===== src/cpuam_pkg.sv =====
package cpuam_pkg;
	localparam int unsigned CPUAM_CLK_HZ = 100000000;
	localparam logic [7:0] CPUAM_ZERO_PAGE = 8'h00;
	localparam logic [3:0] CPUAM_LEN_INH = 4'h1;
	localparam logic [3:0] CPUAM_LEN_IMM = 4'h2;
	localparam logic [3:0] CPUAM_LEN_DIR = 4'h2;
	localparam logic [3:0] CPUAM_LEN_EXT = 4'h3;
	localparam logic [3:0] CPUAM_LEN_IX = 4'h1;
	localparam logic [3:0] CPUAM_LEN_IX1 = 4'h2;
	localparam logic [3:0] CPUAM_LEN_IX2 = 4'h3;
	localparam logic [3:0] CPUAM_LEN_REL = 4'h2;
	localparam logic [3:0] CPUAM_LEN_BIT = 4'h2;

	typedef enum logic [2:0] {
		CPUAM_INH = 3'h0,
		CPUAM_IMM = 3'h1,
		CPUAM_DIR = 3'h2,
		CPUAM_EXT = 3'h3,
		CPUAM_IX = 3'h4,
		CPUAM_IX1 = 3'h5,
		CPUAM_IX2 = 3'h6,
		CPUAM_REL = 3'h7
	} cpuam_mode_e;

	typedef enum logic [3:0] {
		CPUAM_CL_REGMEM = 4'h0,
		CPUAM_CL_RMW = 4'h1,
		CPUAM_CL_TEST = 4'h2,
		CPUAM_CL_BIT_SET = 4'h3,
		CPUAM_CL_BIT_CLR = 4'h4,
		CPUAM_CL_BRANCH = 4'h5,
		CPUAM_CL_MUL = 4'h6,
		CPUAM_CL_STORE = 4'h7,
		CPUAM_CL_CTRL = 4'h8
	} cpuam_class_e;

	typedef enum logic [7:0] {
		CPUAM_ST_IDLE = 8'h01,
		CPUAM_ST_FETCH1 = 8'h02,
		CPUAM_ST_FETCH2 = 8'h04,
		CPUAM_ST_READ = 8'h08,
		CPUAM_ST_WRITE = 8'h10,
		CPUAM_ST_DONE = 8'h20
	} cpuam_state_e;

	typedef struct packed {
		cpuam_mode_e mode;
		cpuam_class_e cls;
		logic [2:0] alu_op;
		logic use_x;
		logic cond;
	} cpuam_instr_s;

	typedef struct packed {
		logic [15:0] addr;
		logic rd;
		logic wr;
		logic [7:0] wdata;
	} cpuam_bus_s;

	localparam logic [2:0] CPUAM_ALU_PASS = 3'h0;
	localparam logic [2:0] CPUAM_ALU_INC = 3'h1;
	localparam logic [2:0] CPUAM_ALU_DEC = 3'h2;
	localparam logic [2:0] CPUAM_ALU_COM = 3'h3;
	localparam logic [2:0] CPUAM_ALU_NEG = 3'h4;
	localparam logic [2:0] CPUAM_ALU_CLR = 3'h5;
	localparam logic [2:0] CPUAM_ALU_ADD = 3'h6;
	localparam logic [2:0] CPUAM_ALU_AND = 3'h7;
endpackage : cpuam_pkg


===== src/cpuam_ea.sv =====
`timescale 1ns/1ps
module cpuam_ea
	import cpuam_pkg::*;
(
	input wire cpuam_mode_e mode_i,
	input wire logic [7:0] op1_i,
	input wire logic [7:0] op2_i,
	input wire logic [7:0] index_i,
	input wire logic [15:0] next_pc_i,
	output logic [15:0] ea_o,
	output logic [3:0] len_o
);
	always_comb begin
		ea_o = 16'h0000;
		len_o = CPUAM_LEN_INH;
		case (mode_i)
			CPUAM_INH: begin
				len_o = CPUAM_LEN_INH;
			end
			CPUAM_IMM: begin
				len_o = CPUAM_LEN_IMM;
			end
			// RULE3 zero high byte
			CPUAM_DIR: begin
				ea_o = {CPUAM_ZERO_PAGE, op1_i};
				len_o = CPUAM_LEN_DIR;
			end
			// RULE4 high byte first
			CPUAM_EXT: begin
				ea_o = {op1_i, op2_i};
				len_o = CPUAM_LEN_EXT;
			end
			// RULE5 index as low byte
			CPUAM_IX: begin
				ea_o = {CPUAM_ZERO_PAGE, index_i};
				len_o = CPUAM_LEN_IX;
			end
			// RULE6 nine-bit unsigned sum
			CPUAM_IX1: begin
				ea_o = {7'h00, {1'b0, index_i} + {1'b0, op1_i}};
				len_o = CPUAM_LEN_IX1;
			end
			CPUAM_IX2: begin
				// RULE7 RULE16 sum wraps in the 16-bit space
				ea_o = {op1_i, op2_i} + {8'h00, index_i};
				len_o = CPUAM_LEN_IX2;
			end
			// RULE9 sign-extended offset
			CPUAM_REL: begin
				ea_o = next_pc_i + {{8{op1_i[7]}}, op1_i};
				len_o = CPUAM_LEN_REL;
			end
			default: begin
				ea_o = 16'h0000;
			end
		endcase
	end
endmodule : cpuam_ea


===== src/cpuam_core.sv =====
`timescale 1ns/1ps
// Overview of operation
// RULE1: inherent opcodes are one byte, operands only from core registers
// RULE2: immediate opcodes are two bytes, second byte is literal operand
// RULE3: direct address is zero high byte plus the operand byte
// RULE4: extended takes three bytes, address high byte then low byte
// RULE5: indexed no offset is one byte, address is zero plus index
// RULE6: indexed 8-bit offset sums index and byte, nine-bit result
// RULE7: indexed 16-bit offset adds index to two-byte offset, high first
// RULE8: relative mode belongs only to branch instructions
// RULE9: taken branch adds sign-extended offset to next address, else falls through
// RULE10: register/memory ops combine a core register with memory operand
// RULE11: read-modify-write reads, modifies, writes back to same place
// RULE12: bit set and bit clear use direct addressing only
// RULE13: test-for-negative-or-zero reads and evaluates, skips write-back
// RULE14: software keeps read-modify-write away from write-only registers
// RULE15: unsigned multiply puts high byte in index, low in accumulator
// RULE16: 16-bit offset indexed addresses wrap modulo 65536
module cpuam_core
	import cpuam_pkg::*;
(
	input wire logic clk_sys_i,
	input wire logic arst_n_i,
	input wire logic start_i,
	input wire cpuam_instr_s instr_i,
	input wire logic [2:0] bit_i,
	input wire logic [7:0] op1_i,
	input wire logic [7:0] op2_i,
	input wire logic [15:0] pc_i,
	input wire logic [7:0] rdata_i,
	output cpuam_bus_s bus_o,
	output logic [7:0] acc_o,
	output logic [7:0] index_o,
	output logic [15:0] next_pc_o,
	output logic [3:0] len_o,
	output logic illegal_o,
	output logic neg_o,
	output logic zero_o,
	output logic done_o
);
	cpuam_state_e state, next_state;
	cpuam_instr_s ins, next_ins;
	logic [7:0] o1, next_o1, o2, next_o2, acc, next_acc, idx, next_idx;
	logic [7:0] mem, next_mem;
	logic [2:0] bsel, next_bsel;
	logic [15:0] pc, next_pc;
	cpuam_bus_s bus, next_bus;
	logic [15:0] npc, next_npc_r;
	logic [3:0] len, next_len;
	logic ill, next_ill, neg, next_neg, zr, next_zr, dn, next_dn;
	logic [15:0] ea;
	logic [3:0] ea_len;
	logic [15:0] seq_pc;
	logic [15:0] prod;
	logic [7:0] res;

	function automatic logic [7:0] alu_f(input logic [2:0] op, input logic [7:0] a,
		input logic [7:0] m);
		case (op)
			CPUAM_ALU_INC: alu_f = a + 8'h01;
			CPUAM_ALU_DEC: alu_f = a - 8'h01;
			CPUAM_ALU_COM: alu_f = ~a;
			CPUAM_ALU_NEG: alu_f = 8'h00 - a;
			CPUAM_ALU_CLR: alu_f = 8'h00;
			CPUAM_ALU_ADD: alu_f = a + m;
			CPUAM_ALU_AND: alu_f = a & m;
			default: alu_f = m;
		endcase
	endfunction : alu_f

	cpuam_ea u_ea (
		.mode_i(ins.mode),
		.op1_i(o1),
		.op2_i(o2),
		.index_i(idx),
		.next_pc_i(seq_pc),
		.ea_o(ea),
		.len_o(ea_len)
	);

	assign seq_pc = pc + {12'h000, len};
	assign prod = 16'(acc) * 16'(idx);

	always_comb begin
		res = 8'h00;
		next_state = state;
		next_ins = ins;
		next_o1 = o1;
		next_o2 = o2;
		next_acc = acc;
		next_idx = idx;
		next_mem = mem;
		next_bsel = bsel;
		next_pc = pc;
		next_bus = bus;
		next_npc_r = npc;
		next_len = len;
		next_ill = ill;
		next_neg = neg;
		next_zr = zr;
		next_dn = 1'b0;
		next_bus.rd = 1'b0;
		next_bus.wr = 1'b0;
		case (state)
			CPUAM_ST_IDLE: begin
				if (start_i) begin
					next_ins = instr_i;
					next_o1 = op1_i;
					next_o2 = op2_i;
					next_pc = pc_i;
					next_bsel = bit_i;
					next_ill = 1'b0;
					next_state = CPUAM_ST_FETCH1;
				end
			end
			CPUAM_ST_FETCH1: begin
				next_len = ea_len;
				// RULE8 branch only relative
				if ((ins.mode == CPUAM_REL) != (ins.cls == CPUAM_CL_BRANCH))
					next_ill = 1'b1;
				// RULE12 bit ops direct
				if ((ins.cls == CPUAM_CL_BIT_SET || ins.cls == CPUAM_CL_BIT_CLR) &&
					ins.mode != CPUAM_DIR) begin
					next_ill = 1'b1;
					next_len = CPUAM_LEN_BIT;
				end
				next_state = CPUAM_ST_FETCH2;
			end
			CPUAM_ST_FETCH2: begin
				next_npc_r = seq_pc;
				if (ill) begin
					next_state = CPUAM_ST_DONE;
				end else if (ins.cls == CPUAM_CL_BRANCH) begin
					// RULE9 branch target
					next_npc_r = ins.cond ? ea : seq_pc;
					next_state = CPUAM_ST_DONE;
				end else if (ins.cls == CPUAM_CL_MUL) begin
					// RULE15 product split
					next_idx = prod[15:8];
					next_acc = prod[7:0];
					next_state = CPUAM_ST_DONE;
				end else if (ins.mode == CPUAM_INH) begin
					// RULE1 register operand
					next_mem = ins.use_x ? idx : acc;
					next_state = CPUAM_ST_READ;
				end else if (ins.mode == CPUAM_IMM) begin
					// RULE2 literal operand
					next_mem = o1;
					next_state = CPUAM_ST_READ;
				end else if (ins.cls == CPUAM_CL_STORE) begin
					next_bus.addr = ea;
					next_bus.wr = 1'b1;
					next_bus.wdata = ins.use_x ? idx : acc;
					next_state = CPUAM_ST_DONE;
				end else begin
					// RULE3 RULE4 RULE5 RULE6 RULE7 RULE16 memory operand fetch
					next_bus.addr = ea;
					next_bus.rd = 1'b1;
					next_state = CPUAM_ST_WRITE;
				end
			end
			CPUAM_ST_WRITE: begin
				next_mem = rdata_i;
				next_state = CPUAM_ST_READ;
			end
			CPUAM_ST_READ: begin
				next_state = CPUAM_ST_DONE;
				case (ins.cls)
					CPUAM_CL_REGMEM: begin
						// RULE10 register with memory
						if (ins.use_x)
							next_idx = alu_f(ins.alu_op, idx, mem);
						else
							next_acc = alu_f(ins.alu_op, acc, mem);
					end
					CPUAM_CL_TEST: begin
						// RULE13 evaluate without write-back
						next_neg = mem[7];
						next_zr = (mem == 8'h00);
					end
					CPUAM_CL_BIT_SET, CPUAM_CL_BIT_CLR, CPUAM_CL_RMW: begin
						// RULE11 write back to source
						res = alu_f(ins.alu_op, mem, mem);
						if (ins.cls == CPUAM_CL_BIT_SET)
							res = mem | (8'h01 << bsel);
						if (ins.cls == CPUAM_CL_BIT_CLR)
							res = mem & ~(8'h01 << bsel);
						next_neg = res[7];
						next_zr = (res == 8'h00);
						if (ins.mode == CPUAM_INH) begin
							if (ins.use_x)
								next_idx = res;
							else
								next_acc = res;
						end else begin
							next_bus.wr = 1'b1;
							next_bus.wdata = res;
						end
					end
					default: begin
					end
				endcase
			end
			CPUAM_ST_DONE: begin
				next_dn = 1'b1;
				next_state = CPUAM_ST_IDLE;
			end
			default: begin
				next_state = CPUAM_ST_IDLE;
			end
		endcase
	end

	always_ff @(posedge clk_sys_i or negedge arst_n_i) begin
		if (!arst_n_i) begin
			state <= CPUAM_ST_IDLE;
			ins <= '0;
			o1 <= 8'h00;
			o2 <= 8'h00;
			acc <= 8'h00;
			idx <= 8'h00;
			mem <= 8'h00;
			bsel <= 3'h0;
			pc <= 16'h0000;
			bus <= '0;
			npc <= 16'h0000;
			len <= 4'h0;
			ill <= 1'b0;
			neg <= 1'b0;
			zr <= 1'b0;
			dn <= 1'b0;
		end else begin
			state <= next_state;
			ins <= next_ins;
			o1 <= next_o1;
			o2 <= next_o2;
			acc <= next_acc;
			idx <= next_idx;
			mem <= next_mem;
			bsel <= next_bsel;
			pc <= next_pc;
			bus <= next_bus;
			npc <= next_npc_r;
			len <= next_len;
			ill <= next_ill;
			neg <= next_neg;
			zr <= next_zr;
			dn <= next_dn;
		end
	end

	assign bus_o = bus;
	assign acc_o = acc;
	assign index_o = idx;
	assign next_pc_o = npc;
	assign len_o = len;
	assign illegal_o = ill;
	assign neg_o = neg;
	assign zero_o = zr;
	assign done_o = dn;

	// RULE13 no write for test
	property p_test_no_write;
		@(posedge clk_sys_i) disable iff (!arst_n_i)
		(state == CPUAM_ST_READ && ins.cls == CPUAM_CL_TEST) |=> !bus.wr;
	endproperty
	a_test_no_write: assert property (p_test_no_write) else $error("test wrote back"); // RULE13
	// RULE11 write to read address
	property p_rmw_same;
		@(posedge clk_sys_i) disable iff (!arst_n_i)
		(bus.rd && ins.cls == CPUAM_CL_RMW) |=> ##1 (bus.wr && bus.addr == $past(bus.addr, 2));
	endproperty
	a_rmw_same: assert property (p_rmw_same) else $error("rmw address changed"); // RULE11
	// RULE3 direct zero page
	property p_dir_page;
		@(posedge clk_sys_i) disable iff (!arst_n_i)
		(bus.rd && ins.mode == CPUAM_DIR) |-> (bus.addr == {8'h00, o1});
	endproperty
	a_dir_page: assert property (p_dir_page) else $error("direct page wrong"); // RULE3
	// RULE6 nine bit index sum
	property p_ix1_sum;
		@(posedge clk_sys_i) disable iff (!arst_n_i)
		(bus.rd && ins.mode == CPUAM_IX1) |-> (bus.addr == {8'h00, o1} + {8'h00, idx});
	endproperty
	a_ix1_sum: assert property (p_ix1_sum) else $error("ix1 address wrong"); // RULE6
	// RULE9 branch target
	property p_branch;
		@(posedge clk_sys_i) disable iff (!arst_n_i)
		(state == CPUAM_ST_FETCH2 && ins.cls == CPUAM_CL_BRANCH && !ill && ins.cond) |=>
		(npc == pc + 16'h0002 + {{8{o1[7]}}, o1});
	endproperty
	a_branch: assert property (p_branch) else $error("branch target wrong"); // RULE9
	// RULE12 bit op illegal
	property p_bit_dir;
		@(posedge clk_sys_i) disable iff (!arst_n_i)
		(state == CPUAM_ST_FETCH1 && ins.cls == CPUAM_CL_BIT_SET && ins.mode != CPUAM_DIR)
		|=> ill ##1 !bus.wr;
	endproperty
	a_bit_dir: assert property (p_bit_dir) else $error("bit op not flagged"); // RULE12
	// RULE15 multiply
	property p_mul;
		@(posedge clk_sys_i) disable iff (!arst_n_i)
		(state == CPUAM_ST_FETCH2 && ins.cls == CPUAM_CL_MUL && !ill) |=>
		({idx, acc} == 16'($past(acc)) * 16'($past(idx)));
	endproperty
	a_mul: assert property (p_mul) else $error("multiply wrong"); // RULE15
	// RULE4 extended length
	property p_ext_len;
		@(posedge clk_sys_i) disable iff (!arst_n_i)
		(state == CPUAM_ST_FETCH1 && ins.mode == CPUAM_EXT && ins.cls != CPUAM_CL_BIT_SET &&
		ins.cls != CPUAM_CL_BIT_CLR) |=> (len == 4'h3);
	endproperty
	a_ext_len: assert property (p_ext_len) else $error("ext length wrong"); // RULE4
	c_branch: cover property (@(posedge clk_sys_i) disable iff (!arst_n_i)
		state == CPUAM_ST_FETCH2 && ins.cls == CPUAM_CL_BRANCH);
	c_rmw: cover property (@(posedge clk_sys_i) disable iff (!arst_n_i)
		bus.wr && ins.cls == CPUAM_CL_RMW);
	c_ill: cover property (@(posedge clk_sys_i) disable iff (!arst_n_i) ill && dn);
endmodule : cpuam_core


===== config.mk =====
export PLATFORM = sky130hd
export DESIGN_NAME = cpuam_core
export DESIGN_NICKNAME = d
export VERILOG_FILES = /design/src/cpuam_pkg.sv /design/src/cpuam_ea.sv /design/src/cpuam_core.sv
export SDC_FILE = /design/constraint.sdc
export NUM_CORES = 1
export LEC_CHECK = 0
export BUFFER_PORTS_ARGS = -buffer_cell sky130_fd_sc_hd__buf_2
export CORE_ASPECT_RATIO = 1.4
export CORE_MARGIN = 4
export CORE_UTILIZATION = 55
export CTS_CLUSTER_SIZE = 12
export DETAILED_ROUTE_END_ITERATION = 8
export HOLD_SLACK_MARGIN = 0.12
export PLACE_DENSITY_LB_ADDON = 0.08
export SLEW_MARGIN = 20
export SYNTH_ARGS = -nofsm -noshare
export SYNTH_HDL_FRONTEND = slang
export SYNTH_SLANG_ARGS = --single-unit
export TNS_END_PERCENT = 10

===== constraint.sdc =====
create_clock -name clk_sys_i -period 5.1 [get_ports clk_sys_i]
set_clock_uncertainty 0.2 [all_clocks]
set_input_delay 0.51 -clock clk_sys_i [delete_from_list [all_inputs] [get_ports clk_sys_i]]
set_output_delay 0.51 -clock clk_sys_i [all_outputs]
set_load 0.02 [all_outputs]

==> results by group <==
Synthesis
  • Area leader, netlist: dfrtp_1
  • Synth Area per Inst: around 8.4 µm²
  • Area of the mapped netlist: ~12000 µm²
  • Post-synthesis mux area share: 5.902%
  • Adder-Cell Fraction of Synth Area: between 15 and 20%
  • Post-synthesis simple-gate area fraction: a little under a fifth
  • Gate Count Post-Synth: 1483
  • Yosys Warn Count: 0
  • Post-Synth XOR/XNOR Area: under 10%
  • Asr flop ratio synth: between 90% and 100%
  • Seq cells post-synth: 125
  • Post-synth EDFFs: 0
  • Part of the Yosys area used for sequential elements: about a quarter
  • Share of the synthesized area in the top cell type: about a quarter
  • Compound-Gate Fraction of Synth Area: roughly 23%
  • Main flop type after synthesis: dfrtp_1
  • Largest family of logic cells by synthesized area: compound AO/OA/AOI/OAI gates
  • Top cells by area, synth: dfrtp_1 (25%), ha_1 (9.3%), fa_1 (6.9%)
  • Distinct cells, synth: 90

Finish
  • Fin nets: ~1800
  • Most frequent cells in the layout: nand2_1 (143), dfrtp_1 (120), buf_2 (120), nor2_1 (109), a21oi_1 (96)
  • Utilization after layout: a little under two thirds
  • Fin area: roughly 14000 µm²
  • Most common cell after layout, fill and taps aside: nand2_1
  • P&R area growth vs syn: 15.02%
  • Layout cells sized above 1: approximately 17%
  • Antenna cell count: 0

Min path
  • Hold Path Class: primary input to register

Critical path
  • Max stage delay on crit path: 0.57 ns
  • Crit-path cells: nand2_1, fa_1, fa_1, fa_1, fa_1, inv_1, ha_1, o21a_1, a2111o_1, a31oi_2, o21ai_0, xor2_1, a221oi_1, a21oi_1
  • Crit Path Max Fanout: 11
  • WP data required: 5.21 ns
  • Most common cell type on the critical path: fa_1
  • Critical Path AT: 4.94 ns
  • CP Capture Type: register
  • Crit path kind: register to register
  • CP Launch Type: register
  • Slowest stage cell, crit path: fa_1

Die
  • Initial core utilization: between 50% and 60%
  • Core area: about 22000 µm²
  • Boundary pin count: approximately 120
  • Die area: between 20000 and 30000 µm²
  • Die extent in x: ~140 µm
  • FP Rows: between 60 and 70
  • Die H: around 190 µm

Global routing
  • M3 GR Usage: under 10%
  • Antenna violations before repair: 0
  • Global route total overflow: 0
  • Vias in the first global route: 12050
  • Largest net degree at the start of global routing: between 80 and 90
  • Gr usage total: 33.94%
  • Met2 GRT Util: about three fifths
  • First-pass GRT wire length: about 66000 µm
  • Gr busiest metal: met2
  • GR Util met1: between 30% and 40%

Power and ir drop
  • LEAKAGE: 6.603 nW
  • VDD IR-drop max: approximately 0.34 mV
  • Pwr/cell area: around 600 nW/µm²

STA
  • Final setup viols: 0
  • Fin crit share: 94.79%
  • Fin crit period: approximately 4.8 ns
  • Pins over their slew limit: 0
  • Hold Fails Final Rpt: 0
  • Slew @ Worst Pin: 1.108 ns
  • Final WS setup: between 0.2 and 0.3 ns
  • Worst slew margin: between 20% and 30%
  • Hold WS: between 0.1 and 0.15 ns
  • RSZ-0062 raised after global routing: no
  • Fmax: a little over 0.2 GHz
  • Setup TNS Final: 0 ns

Placement
  • Dpl cell area: 13350 µm²
  • # port buffers: ~120
  • Pre-CTS setup slack: approximately 0.012 ns
  • Gpl congestion: 0.9899
  • Dpl hpwl: 32250 µm

Clock network
  • Clock Latency Late Sink: 0.44 ns
  • TritonCTS Buffers: 17
  • Post-CTS Repair Setup Buffers: 0
  • CTS tree: yes
  • Clock Path Buffers: 2
  • Clock root buffer: clkbuf_16
  • Worst-path clk slew: roughly 0.06 ns
  • CTS H-tree depth: 4
  • Sink Count: 125

Route
  • Vias: between 10000 and 15000
  • Routed Antenna Nets: 0
  • Average vias per placed instance: 6.335
  • Routed length per placed instance: around 22 µm
  • Post-Route WL: between 40000 and 50000 µm
  • Drt pass-1 iters: 7
  • DRC: 0
  • Initial DRC count: around 1100

Status
  • Status: finished clean

Job
  • Max-Cap Viols: 0
==> cell type report <==
type                            count  area [µm²]
Clock buffer                       22       454.2
Inverter                           97       364.1
Multi-Input combinational cell   1167        8587
Fill cell                        1993        8084
Tap cell                          301       376.6
Timing Repair Buffer              205        1355
Clock inverter                     10       91.34
Sequential cell                   125        3134
==> cells in the mapped netlist (all sizes together) (8+ instances only) <==
cell type  number
nand2         143
dfrtp         124
nor2          109
a21oi          97
o21ai          95
inv            94
ha             93
clkbuf         68
xnor2          46
mux2           45
fa             43
a211oi         41
nand3          39
nor3           32
and2           29
buf            27
xor2           27
mux2i          23
a21o           19
a31oi          19
nand2b         16
o211ai         16
o22ai          15
nor2b          14
a221oi         12
nor3b          12
o221ai         12
and3           11
nor4           11
a22oi          10
o21a           10
o31ai          10
nand4           9
o41ai           8
==> kinds of logic (layout without fill, tap and decap cells) <==
logic type               count (synthesis)  after routing
flip-flops                             125            125
multiplexers                            68             68
adder cells (fa/ha/maj)                136            136
XOR/XNOR                                74             74
buffers and inverters                  192            334
AND/OR/NAND/NOR                        466            466
other                                    1              2
AO/OA/AOI/OAI                          421            421
==> report_power, final <==
part | leakage, nW | internal (W) | switching (W)
sequential | 1.60 | 0.00134 | 0.000667
combinational | 4.74 | 0.00219 | 0.00328
clock | 0.264 | 0.000681 | 0.000475
total | 6.60 | 0.00422 | 0.00442
==> metrics by stage <==
stage                     total power (W)  instances
after floorplan                  0.005712       1484
after global placement           0.007245       1850
after detailed placement         0.007308       1850
after CTS                        0.008522       1927
after global routing             0.009199       1927
final                            0.008640       1927
==> critical path, delay by kind of cell (launching register included) <==
kind / cells / cell delay [ns]
DFF: 1 / 0.48
xor gates and xnor gates: 1 / 0.19
adders and majority gates: 5 / 2.30
buffers and inverters: 1 / 0.04
and+or+nand+nor: 1 / 0.11
AOI/OAI and AO/OA: 6 / 1.40
==> final timing paths <==
path | slack, ns | startpoint | cells past startpoint | endpoint
min | 0.13 | pc_i[9] | 2 | pc[9]
min in group asynchronous | 0.49 | arst_n_i | 2 | pc[11]
max | 0.27 | acc_o[2] | 14 | index_o[4]
max reg2reg | 0.27 | acc_o[2] | 14 | index_o[4]
max in group asynchronous | 3.08 | arst_n_i | 3 | o1[2]
min reg2reg | 0.26 | next_pc_o[1] | 2 | next_pc_o[1]
==> per-layer routing <==
layer | share of wire (%) | up-vias | wire length (µm)
met5 | 0 | - | 0
met4 | 6.6 | 0 | 2833
met3 | 6.7 | 177 | 2874
met2 | 50 | 605 | 21460
met1 | 36 | 5807 | 15620
li1 | - | 5618 | -
==> state kept, by name, indices dropped and copies added, names as in the netlist <==
register   flops
pc            16
o2             8
done_o         1
acc_o          8
ins           12
bus_o         26
index_o        8
bsel           3
state          6
zero_o         1
o1             8
next_pc_o     16
illegal_o      1
neg_o          1
len_o          2
mem            8
==> timing repair <==
item | 4_1_cts | 5_1_grt
endpoints found under the setup margin | 1 | 3
hold endpoints to repair | 124 | 0
gates resized for setup | 1 | 4
pin swaps | 0 | 0
hold buffers | 45 | 0
No activity file was read; power rests on OpenSTA's default activity.
